$ cat src/core/tfi_pkg.sv
// Package for the transmit link FIFO interrupt status block
package tfi_pkg;

    // Register indices; byte address is four times the index
    localparam logic [5:0] IDX_STATUS  = 6'h2c;
    localparam logic [5:0] IDX_RSVD    = 6'h2d;
    localparam logic [5:0] IDX_MASK    = 6'h35;
    localparam logic [5:0] IDX_CONTROL = 6'h38;
    localparam logic [5:0] IDX_CLEAR   = 6'h39;

    // Field positions in status, mask and clear registers
    localparam int SVC_BIT     = 0;
    localparam int COND_LO_BIT = 1;
    localparam int COND_HI_BIT = 2;
    localparam int STAT_W      = 3;

    // Field position in the control register
    localparam int CAUSE_SEL_BIT = 0;

    // Values after reset, and the two service cause values
    localparam logic [1:0]        COND_RESET    = 2'h0;
    localparam logic              SVC_RESET     = 1'b0;
    localparam logic [STAT_W-1:0] MASK_RESET    = 3'h0;
    localparam logic              CAUSE_RESET   = 1'b0;
    localparam logic              CAUSE_MSG     = 1'b0;
    localparam logic              CAUSE_HALF    = 1'b1;

    // Bus answer latency in cycles after the request is first seen
    localparam int BUS_WAIT_CYCLES = 1;

    // FIFO condition codes
    typedef enum logic [1:0] {
        COND_NORMAL    = 2'b00,
        COND_BELOW     = 2'b01,
        COND_OVERFLOW  = 2'b10,
        COND_UNDERFLOW = 2'b11
    } tfi_cond_t;

    // FIFO events seen in one cycle
    typedef struct packed {
        logic below_half;
        logic overflow;
        logic underflow;
        logic end_of_message_flag;
    } tfi_evt_t;

    // Avalon-MM request from the master
    typedef struct packed {
        logic [7:0]  address;
        logic        read;
        logic        write;
        logic [31:0] writedata;
        logic [3:0]  byteenable;
    } tfi_avreq_t;

endpackage

$ cat src/core/tfi_cond_latch.sv
// Latched two-bit transmit FIFO condition code
module tfi_cond_latch (
    input  wire logic             clk_i,
    input  wire logic             reset_i,
    input  wire tfi_pkg::tfi_evt_t evt_i,
    input  wire logic             clear_i,
    output logic [1:0]            code_o
);

    logic [1:0] code_r;
    logic [1:0] code_nxt;
    logic       set;
    logic [1:0] new_code;

    // Underflow while end of message is flagged is a normal end, not a fault
    wire uflow = evt_i.underflow & ~evt_i.end_of_message_flag;

    assign set = uflow | evt_i.overflow | evt_i.below_half;
    assign new_code = uflow             ? tfi_pkg::COND_UNDERFLOW :
                      evt_i.overflow    ? tfi_pkg::COND_OVERFLOW  :
                                          tfi_pkg::COND_BELOW;
    // Both bits load together; 00 arises only from a clear or from reset
    assign code_nxt = set     ? new_code :
                      clear_i ? tfi_pkg::COND_NORMAL :
                                code_r;

    always_ff @(posedge clk_i or posedge reset_i)
    begin
        if (reset_i)
            code_r <= tfi_pkg::COND_RESET;
        else
            code_r <= code_nxt;
    end

    assign code_o = code_r;

endmodule // tfi_cond_latch

$ cat src/core/tfi_level_events.sv
// Fill-level edge detection for the transmit FIFO
module tfi_level_events #(
    parameter int DEPTH = 128,
    parameter int CW    = $clog2(DEPTH) + 1
) (
    input  wire logic          clk_i,
    input  wire logic          reset_i,
    input  wire logic [CW-1:0] fifo_count_i,
    output logic               below_half_rise_o,
    output logic               half_reached_o
);

    localparam logic [CW-1:0] HALF = CW'(DEPTH / 2);

    wire below_now = fifo_count_i < HALF;
    wire above_now = fifo_count_i > HALF;
    wire at_now    = fifo_count_i == HALF;

    logic below_r;
    logic above_r;

    always_ff @(posedge clk_i or posedge reset_i)
    begin
        if (reset_i)
        begin
            // A FIFO comes out of reset empty; no false entry into the low region
            below_r <= 1'b1;
            above_r <= 1'b0;
        end
        else
        begin
            below_r <= below_now;
            above_r <= above_now;
        end
    end

    // Only the entry into the low region is an event, not the level
    assign below_half_rise_o = below_now & ~below_r;
    assign half_reached_o    = above_r & at_now;

endmodule // tfi_level_events

$ cat src/core/tfi_tx_irq_status.sv
// Transmit link FIFO interrupt status with Avalon-MM register access
//
// The implementer's own choice: the Avalon-MM slave port.
module tfi_tx_irq_status #(
    parameter int DEPTH = 128,
    parameter int CW    = $clog2(DEPTH) + 1
) (
    input  wire logic          clk_i,
    input  wire logic          reset_i,
    input  wire logic [7:0]    avs_address_i,
    input  wire logic          avs_read_i,
    input  wire logic          avs_write_i,
    input  wire logic [31:0]   avs_writedata_i,
    input  wire logic [3:0]    avs_byteenable_i,
    output logic [31:0]        avs_readdata_o,
    output logic               avs_waitrequest_o,
    input  wire logic [CW-1:0] fifo_count_i,
    input  wire logic          fifo_overflow_i,
    input  wire logic          fifo_underflow_i,
    input  wire logic          end_of_message_flag_i,
    input  wire logic          message_done_i,
    output logic [1:0]         tx_fifo_cond_o,
    output logic               tx_service_request_o,
    output logic               irq_o
);

    tfi_pkg::tfi_avreq_t req;
    tfi_pkg::tfi_evt_t   evt;

    logic                        ack_r;
    logic                        ack_nxt;
    logic [31:0]                 rdata_r;
    logic [31:0]                 rdata_nxt;
    logic [tfi_pkg::STAT_W-1:0]  mask_r;
    logic [tfi_pkg::STAT_W-1:0]  mask_nxt;
    logic                        cause_r;
    logic                        cause_nxt;
    logic                        svc_r;
    logic                        svc_nxt;
    logic [1:0]                  code;
    logic                        below_rise;
    logic                        half_reached;

    assign req.address    = avs_address_i;
    assign req.read       = avs_read_i;
    assign req.write      = avs_write_i;
    assign req.writedata  = avs_writedata_i;
    assign req.byteenable = avs_byteenable_i;

    // Bus handshake: one wait cycle, answer in the second cycle
    wire       pending = req.read | req.write;
    wire       done    = pending & ack_r;
    wire [5:0] idx     = req.address[7:2];
    wire       lane0   = req.byteenable[0];

    wire hit_status  = idx == tfi_pkg::IDX_STATUS;
    wire hit_mask    = idx == tfi_pkg::IDX_MASK;
    wire hit_control = idx == tfi_pkg::IDX_CONTROL;
    wire hit_clear   = idx == tfi_pkg::IDX_CLEAR;

    wire wr_done = done & req.write & lane0;
    wire rd_done = done & req.read;

    // Read side effect lands at the edge where the master takes the data
    wire read_clear = rd_done & hit_status;
    wire [tfi_pkg::STAT_W-1:0] wclr = (wr_done & hit_clear) ?
                                      req.writedata[tfi_pkg::STAT_W-1:0] :
                                      {tfi_pkg::STAT_W{1'b0}};

    wire [tfi_pkg::STAT_W-1:0] status = {code, svc_r};

    // Only what the master was shown is cleared; an event landing in the
    // wait cycle survives the read and is reported by the next one
    wire [1:0] seen_code     = rdata_r[tfi_pkg::COND_HI_BIT:tfi_pkg::COND_LO_BIT];
    wire       cond_read_clr = read_clear & (seen_code == code);
    wire       svc_read_clr  = read_clear & rdata_r[tfi_pkg::SVC_BIT];

    assign ack_nxt = pending & ~ack_r;
    assign avs_waitrequest_o = pending & ~ack_r;

    // Captured once when the request is taken, held through the answer
    // Reserved and unmapped locations read as zero; writes there are dropped
    assign rdata_nxt = !ack_nxt    ? rdata_r :
                       hit_status  ? {29'h0, status} :
                       hit_mask    ? {29'h0, mask_r} :
                       hit_control ? {31'h0, cause_r} :
                                     32'h0;

    assign mask_nxt  = (wr_done & hit_mask) ?
                       req.writedata[tfi_pkg::STAT_W-1:0] : mask_r;
    assign cause_nxt = (wr_done & hit_control) ?
                       req.writedata[tfi_pkg::CAUSE_SEL_BIT] : cause_r;

    tfi_level_events #(
        .DEPTH (DEPTH),
        .CW    (CW)
    ) u_level (
        .clk_i             (clk_i),
        .reset_i           (reset_i),
        .fifo_count_i      (fifo_count_i),
        .below_half_rise_o (below_rise),
        .half_reached_o    (half_reached)
    );

    assign evt.below_half = below_rise;
    assign evt.overflow   = fifo_overflow_i;
    assign evt.underflow  = fifo_underflow_i;
    assign evt.end_of_message_flag        = end_of_message_flag_i;

    // Either condition bit cleared by the clear register drops the code
    wire cond_clear = cond_read_clr | wclr[tfi_pkg::COND_LO_BIT] | wclr[tfi_pkg::COND_HI_BIT];

    tfi_cond_latch u_cond (
        .clk_i   (clk_i),
        .reset_i (reset_i),
        .evt_i   (evt),
        .clear_i (cond_clear),
        .code_o  (code)
    );

    // Service cause chosen by the control bit
    wire svc_set = (cause_r == tfi_pkg::CAUSE_HALF) ? half_reached : message_done_i;
    // A new request in the clearing cycle wins over the clear
    wire svc_clr = svc_read_clr | wclr[tfi_pkg::SVC_BIT];
    assign svc_nxt = svc_set ? 1'b1 : (svc_clr ? 1'b0 : svc_r);

    always_ff @(posedge clk_i or posedge reset_i)
    begin
        if (reset_i)
        begin
            ack_r   <= 1'b0;
            rdata_r <= 32'h0;
            mask_r  <= tfi_pkg::MASK_RESET;
            cause_r <= tfi_pkg::CAUSE_RESET;
            svc_r   <= tfi_pkg::SVC_RESET;
        end
        else
        begin
            ack_r   <= ack_nxt;
            rdata_r <= rdata_nxt;
            mask_r  <= mask_nxt;
            cause_r <= cause_nxt;
            svc_r   <= svc_nxt;
        end
    end

    assign avs_readdata_o       = rdata_r;
    assign tx_fifo_cond_o       = code;
    assign tx_service_request_o = svc_r;
    // Level output, follows status and mask without further latching
    assign irq_o = |(status & mask_r);

endmodule // tfi_tx_irq_status

$ cat config.mk
export PLATFORM = sky130hd
export DESIGN_NAME = tfi_tx_irq_status
export DESIGN_NICKNAME = d
export VERILOG_FILES = /design/src/core/tfi_pkg.sv /design/src/core/tfi_cond_latch.sv /design/src/core/tfi_level_events.sv /design/src/core/tfi_tx_irq_status.sv
export SDC_FILE = /design/constraint.sdc
export NUM_CORES = 1
export LEC_CHECK = 0
export BUFFER_PORTS_ARGS = -buffer_cell sky130_fd_sc_hd__buf_2
export CORE_UTILIZATION = 38
export CTS_CLUSTER_SIZE = 30
export DETAILED_ROUTE_END_ITERATION = 6
export PLACE_DENSITY = 0.86
export SLEW_MARGIN = 5
export SYNTH_ARGS = -nofsm -noshare
export SYNTH_HDL_FRONTEND = slang
export SYNTH_SLANG_ARGS = --single-unit
$ cat constraint.sdc
create_clock -name clk_i -period 2.3 [get_ports clk_i]
set_input_delay 0.575 -clock clk_i [delete_from_list [all_inputs] [get_ports clk_i]]
set_output_delay 0.575 -clock clk_i [all_outputs]
set_load 0.1 [all_outputs]
=== Word-level counts from Yosys, hierarchy flattened ===
Cells that the tools add are included.

* Order comparisons: 2
* Eq/ne operators: 6
* Multiplexer cells: 11
* Bitwise operators: 24
* Reductions and logical operators: 3

{| class="wikitable"
|+ Operators with widths
! operator !! number
|-
| $eq 6x6->1 const B || 4
|-
| $and 1x1->1 || 14
|-
| $mux 3 || 3
|-
| $eq 8x7->1 const B || 1
|-
| $gt 8x7->1 const B || 1
|-
| $lt 8x7->1 const B || 1
|-
| $mux 2 || 4
|-
| $or 1x1->1 || 6
|-
| $mux 1 || 4
|-
| $reduce_bool 2->1 || 2
|-
| $and 3x3->3 || 1
|-
| $not 1->1 || 3
|-
| $reduce_or 3->1 || 1
|-
| $eq 2x2->1 || 1
|}

* Register bits: 42
* Input bits: 60
* Output and inout port bits: 37
* Logic and storage cells: 54

=== Longest topological paths before layout ===
* Depth after elaboration: 10
* Gate-level depth with buffers: 4

=== Modules after synthesis ===
From an unflattened synthesis, not the netlist that was laid out.

* Cell total of the unflattened synthesis: 101
* Area total of the unflattened synthesis: 942.2 sq um

{| class="wikitable"
|+ Modules (own cells, without submodules)
! module !! instances !! cells an instance !! area each (sq um) !! sequential area each (sq um)
|-
| tfi_tx_irq_status || 1 || 82 || 752.0 || 225.2
|-
| tfi_cond_latch || 1 || 10 || 95.1 || 50.0
|-
| tfi_level_events || 1 || 9 || 95.1 || 51.3
|}

=== Worst setup path before layout ===
No wires, ideal clock.

* Path type: register to output
* From: register svc_r, in the netlist tx_service_request_o
* To: output port irq_o
* Data arrival time: 1.841 ns
* Setup slack: -0.116 ns
* Cell stages (with the launch flop): 3
* Cells stage by stage: dfrtp_1 > a222oi_1 > inv_1

* Longest elaborated chain between the ends: 2

{| class="wikitable"
|+ RTL lines
! what !! RTL line !! source
|-
| from (decl) || tfi_tx_irq_status.sv:38 || <nowiki>logic svc_r;</nowiki>
|-
| from (signal assigned) || tfi_tx_irq_status.sv:135 || <nowiki>svc_r <= tfi_pkg::SVC_RESET;</nowiki>
|-
| from (signal assigned) || tfi_tx_irq_status.sv:143 || <nowiki>svc_r <= svc_nxt;</nowiki>
|-
| $and 3x3->3 || tfi_tx_irq_status.sv:151 || <nowiki>assign irq_o = |(status & mask_r);</nowiki>
|-
| $reduce_or 3->1 || tfi_tx_irq_status.sv:151 ||
|-
| to (decl) || tfi_tx_irq_status.sv:24 || <nowiki>output logic irq_o</nowiki>
|}

Every way passes these cells.

=== Worst setup path in the final report ===
Ends and elaborated chain as after synthesis.

==> flow_metrics.env <==
export IMPL_rr_endpoint="u_cond.code_o[0]$_DFFE_PP0P_"
export IMPL_p_int_uw=348
export IMPL_swShare_pct=52.3
export IMPL_holdCritPathClass="in2async"
export IMPL_grt_max_degree=14
export IMPL_drive_gt1_share_pct=35.8
export IMPL_synth_compound_area_share_pct=11.6
export IMPL_dp_slack_ns=0.465
export IMPL_synth_yosys_seq_area_share_pct=34.7
export IMPL_post_route_fraction_of_the_period_consumed_by_the_critical_path_pct=87.2
export IMPL_cellPowerDensity_nw_per_um2=683
export IMPL_p_leak_uw=0.000548
export IMPL_antenna_cells=0
export IMPL_final_antenna_net_count=0
export IMPL_post_cts_hold_buffer_count=0
export IMPL_drt_initial_drc_count=7
export IMPL_overflow=0
export IMPL_rrSetupSlack_ns=0.91
export IMPL_ys_types=32
export IMPL_seq_power_share_pct=34.4
export IMPL_r2r_start="ack_r$_DFF_PP0_"
export IMPL_setup_ws_ns=0.294
export IMPL_ys_ff_latch=13
export IMPL_final_routed_wirelength_across_all_metal_layers_mm=1.87
export IMPL_die_width_um=51.8
export IMPL_count_of_endpoints_failing_hold_in_the_final_timing_report=0
export IMPL_synth_simple_gate_area_share_pct=22.0
export IMPL_worst_endpoint_arrival_ns=1.43
export IMPL_tritoncts="yes"
export IMPL_cts_resized=0
export IMPL_cts_root_buf="sky130_fd_sc_hd__clkbuf_4"
export IMPL_adder_and_majority_cell_fraction_of_the_synthesized_area_pct=0
export IMPL_final_max_slew_violation_count=0
export IMPL_min_period_ns=2.01
export IMPL_synthXorXnorAreaFrac_pct=1.86
export IMPL_grt_usage_pct=14.3
export IMPL_fin_nets=198
export IMPL_run_status="finished, final reports clean"
export IMPL_timing_critical_path_required_ns=1.73
export IMPL_switchingPower_uw=381
export IMPL_finClkSkew_ns=0.00181
export IMPL_first_pass_iters=4
export IMPL_timing_worst_setup_path_type="reg2out"
export IMPL_detailed_place_hpwl_mm=1.59
export IMPL_timing_critical_path_slowest_stage_cell="sky130_fd_sc_hd__dfrtp_2"
export IMPL_port_buffers=33
export IMPL_reg2regPathDepth=4
export IMPL_post_synth_mux_area_share_pct=4.78
export IMPL_n_fill_cell=228
export IMPL_critPathMaxStageDelay_ns=0.44
export IMPL_timing_max_cap_violations=0
export IMPL_finalWeightedCongestion=0.834
export IMPL_crit_path_end_kind="output port"
export IMPL_report_final_setup_viol=0
export IMPL_post_synth_instance_area_um2=942
export IMPL_clock_insertion_delay_worst_skew_ns=0.27
export IMPL_ys_warnings_count=0
export IMPL_floorplan_io_pins=97
export IMPL_cts_clk_slew_worst_paths_ns=0.07
export IMPL_numCtsBuffers=3
export IMPL_floorplan_die_area_um2=2680
export IMPL_cts_htree_levels=1
export IMPL_core_rowCount=17
export IMPL_post_cts_setup_buffers=0
export IMPL_cts_max_path_buffers=2
export IMPL_first_global_vias=676
export IMPL_via_per_inst=4.77
export IMPL_syn_to_final_growth_pct=13.3
export IMPL_rsz0062_at_grt="no"
export IMPL_antenna_found_initial=0
export IMPL_synth_ff_type="sky130_fd_sc_hd__dfrtp_1"
export IMPL_wire_length_of_the_first_global_routing_pass_mm=2.75
export IMPL_max_freq_ghz=0.498
export IMPL_synth_async_sr_flop_share_pct=100
export IMPL_fin_setup_tns_ns=0
export IMPL_clock_sinks=13
export IMPL_worst_setup_path_start_kind="register"
export IMPL_die_h_um=51.8
export IMPL_syn_area_per_cell_um2=9.42
export IMPL_core_region_area_um2=2280
export IMPL_via_count=787
export IMPL_max_vdd_ir_drop_mv=0.304
export IMPL_avgRoutedWirePerCell_um=11.3
export IMPL_netlist_instances=100
export IMPL_share_clk_of_total_power_pct=18.9
export IMPL_critical_path_peak_fanout=5
export IMPL_combinational_family_with_the_most_area_after_synthesis="buffers and inverters"
export IMPL_series_of_cell_instances_along_the_critical_path="a222oi_1 -> inv_1 -> buf_2"
export IMPL_p_comb_share_pct=46.8
export IMPL_synth_enable_flop_cells=0
export IMPL_detail_route_drc_violations=0
export IMPL_start_util_pct=41.4
-- logic make-up (layout without fill, tap and decap cells) --
family | after synthesis | after routing
buffers and inverters | 33 | 42
AOI/OAI and AO/OA | 15 | 15
DFF | 13 | 13
muxes | 4 | 4
other | 1 | 29
xor gates and xnor gates | 2 | 2
and+or+nand+nor | 32 | 32
-- layout make-up --
type	count	area, um^2	share of cell area (%)
multi-input combinational	82	488	45.7
sequential	13	330	30.9
timing repair buffer	34	173	16.2
tap	28	35.0	3.28
clock buffer	4	26.3	2.46
inverter	4	15.0	1.41
-- synthesized netlist by cell type, types with 3 or more instances --
| master | number | area share, % |
|---|---|---|
| sky130_fd_sc_hd__nand3_1 | 3 | 1.6 |
| sky130_fd_sc_hd__a21oi_1 | 4 | 2.1 |
| sky130_fd_sc_hd__nor3_1 | 5 | 2.7 |
| sky130_fd_sc_hd__nor2b_1 | 3 | 2.0 |
| sky130_fd_sc_hd__buf_4 | 29 | 23 |
| sky130_fd_sc_hd__dfrtp_1 | 12 | 32 |
| sky130_fd_sc_hd__mux2_2 | 4 | 4.8 |
| sky130_fd_sc_hd__inv_1 | 4 | 1.6 |
| sky130_fd_sc_hd__nand2_1 | 4 | 1.6 |
-- sequential cells by signal (all words and copies together), names as in the netlist --
register	flops
u_level.below_r	1
mask_r	3
u_cond.code_o	2
u_level.above_r	1
ack_r	1
avs_readdata_o	3
tx_service_request_o	1
cause_r	1
-- critical path: cells and delay by family, from the launching register on --
kind | cells | cell delay (ns)
flip-flops | 1 | 0.44
buffers and inverters | 2 | 0.36
AO/OA/AOI/OAI | 1 | 0.35
-- cells in the final DEF, fill, tap and decap left out, types with 4 or more instances in the layout --
cell,count
sky130_fd_sc_hd__mux2_2,4
sky130_fd_sc_hd__nor3_1,5
sky130_fd_sc_hd__nand2_1,4
sky130_fd_sc_hd__dfrtp_1,9
sky130_fd_sc_hd__buf_2,33
sky130_fd_sc_hd__a21oi_1,4
sky130_fd_sc_hd__conb_1,29
sky130_fd_sc_hd__inv_1,4
-- worst max-delay path by stage --
stage	startpoint	to	slack [ns]	depth (start not counted)
4_1_cts	u_cond.code_o[0]$_DFFE_PP0P_	irq_o	0.30	3
2_1_floorplan	tx_service_request_o$_DFFE_PP0P_	irq_o	0.22	2
5_1_grt	tx_service_request_o$_DFFE_PP0P_	irq_o	0.27	3
3_3_place_gp	avs_read_i	avs_waitrequest_o	0.47	4
6_report	tx_service_request_o$_DFFE_PP0P_	irq_o	0.29	3
3_5_place_dp	avs_read_i	avs_waitrequest_o	0.47	4
-- metal layers --
| layer | vias to the layer above | GRT usage (%) | wire [um] |
|---|---|---|---|
| met4 | 0 | 6.31 | 14 |
| li1 | 374 | - | - |
| met3 | 2 | 4.39 | 132 |
| met5 | - | 0 | 0 |
| met1 | 374 | 15.1 | 723 |
| met2 | 37 | 26.0 | 996 |
-- power by group through the flow --
| stage | registers, uW | logic, uW | clock network (uW) |
|---|---|---|---|
| after CTS | 250 | 342 | 143 |
| after global routing | 252 | 354 | 151 |
| after detailed placement | 255 | 341 | 0 |
| after floorplan | 279 | 308 | 0 |
| after global placement | 254 | 338 | 0 |
| final | 250 | 341 | 138 |
-- through the flow --
stage	instances	hold slack, ns	power, uW	utilization (%)	cell area (um^2)
after global placement	161	0.487	592	45.7	1040
after floorplan	128	0.451	587	-	1050
final	165	0.313	729	46.9	1070
after detailed placement	161	0.492	596	45.7	1040
after global routing	165	0.344	757	46.9	1070
after CTS	165	0.325	735	46.9	1070
Note: power is estimated with default switching activity, not from simulation.
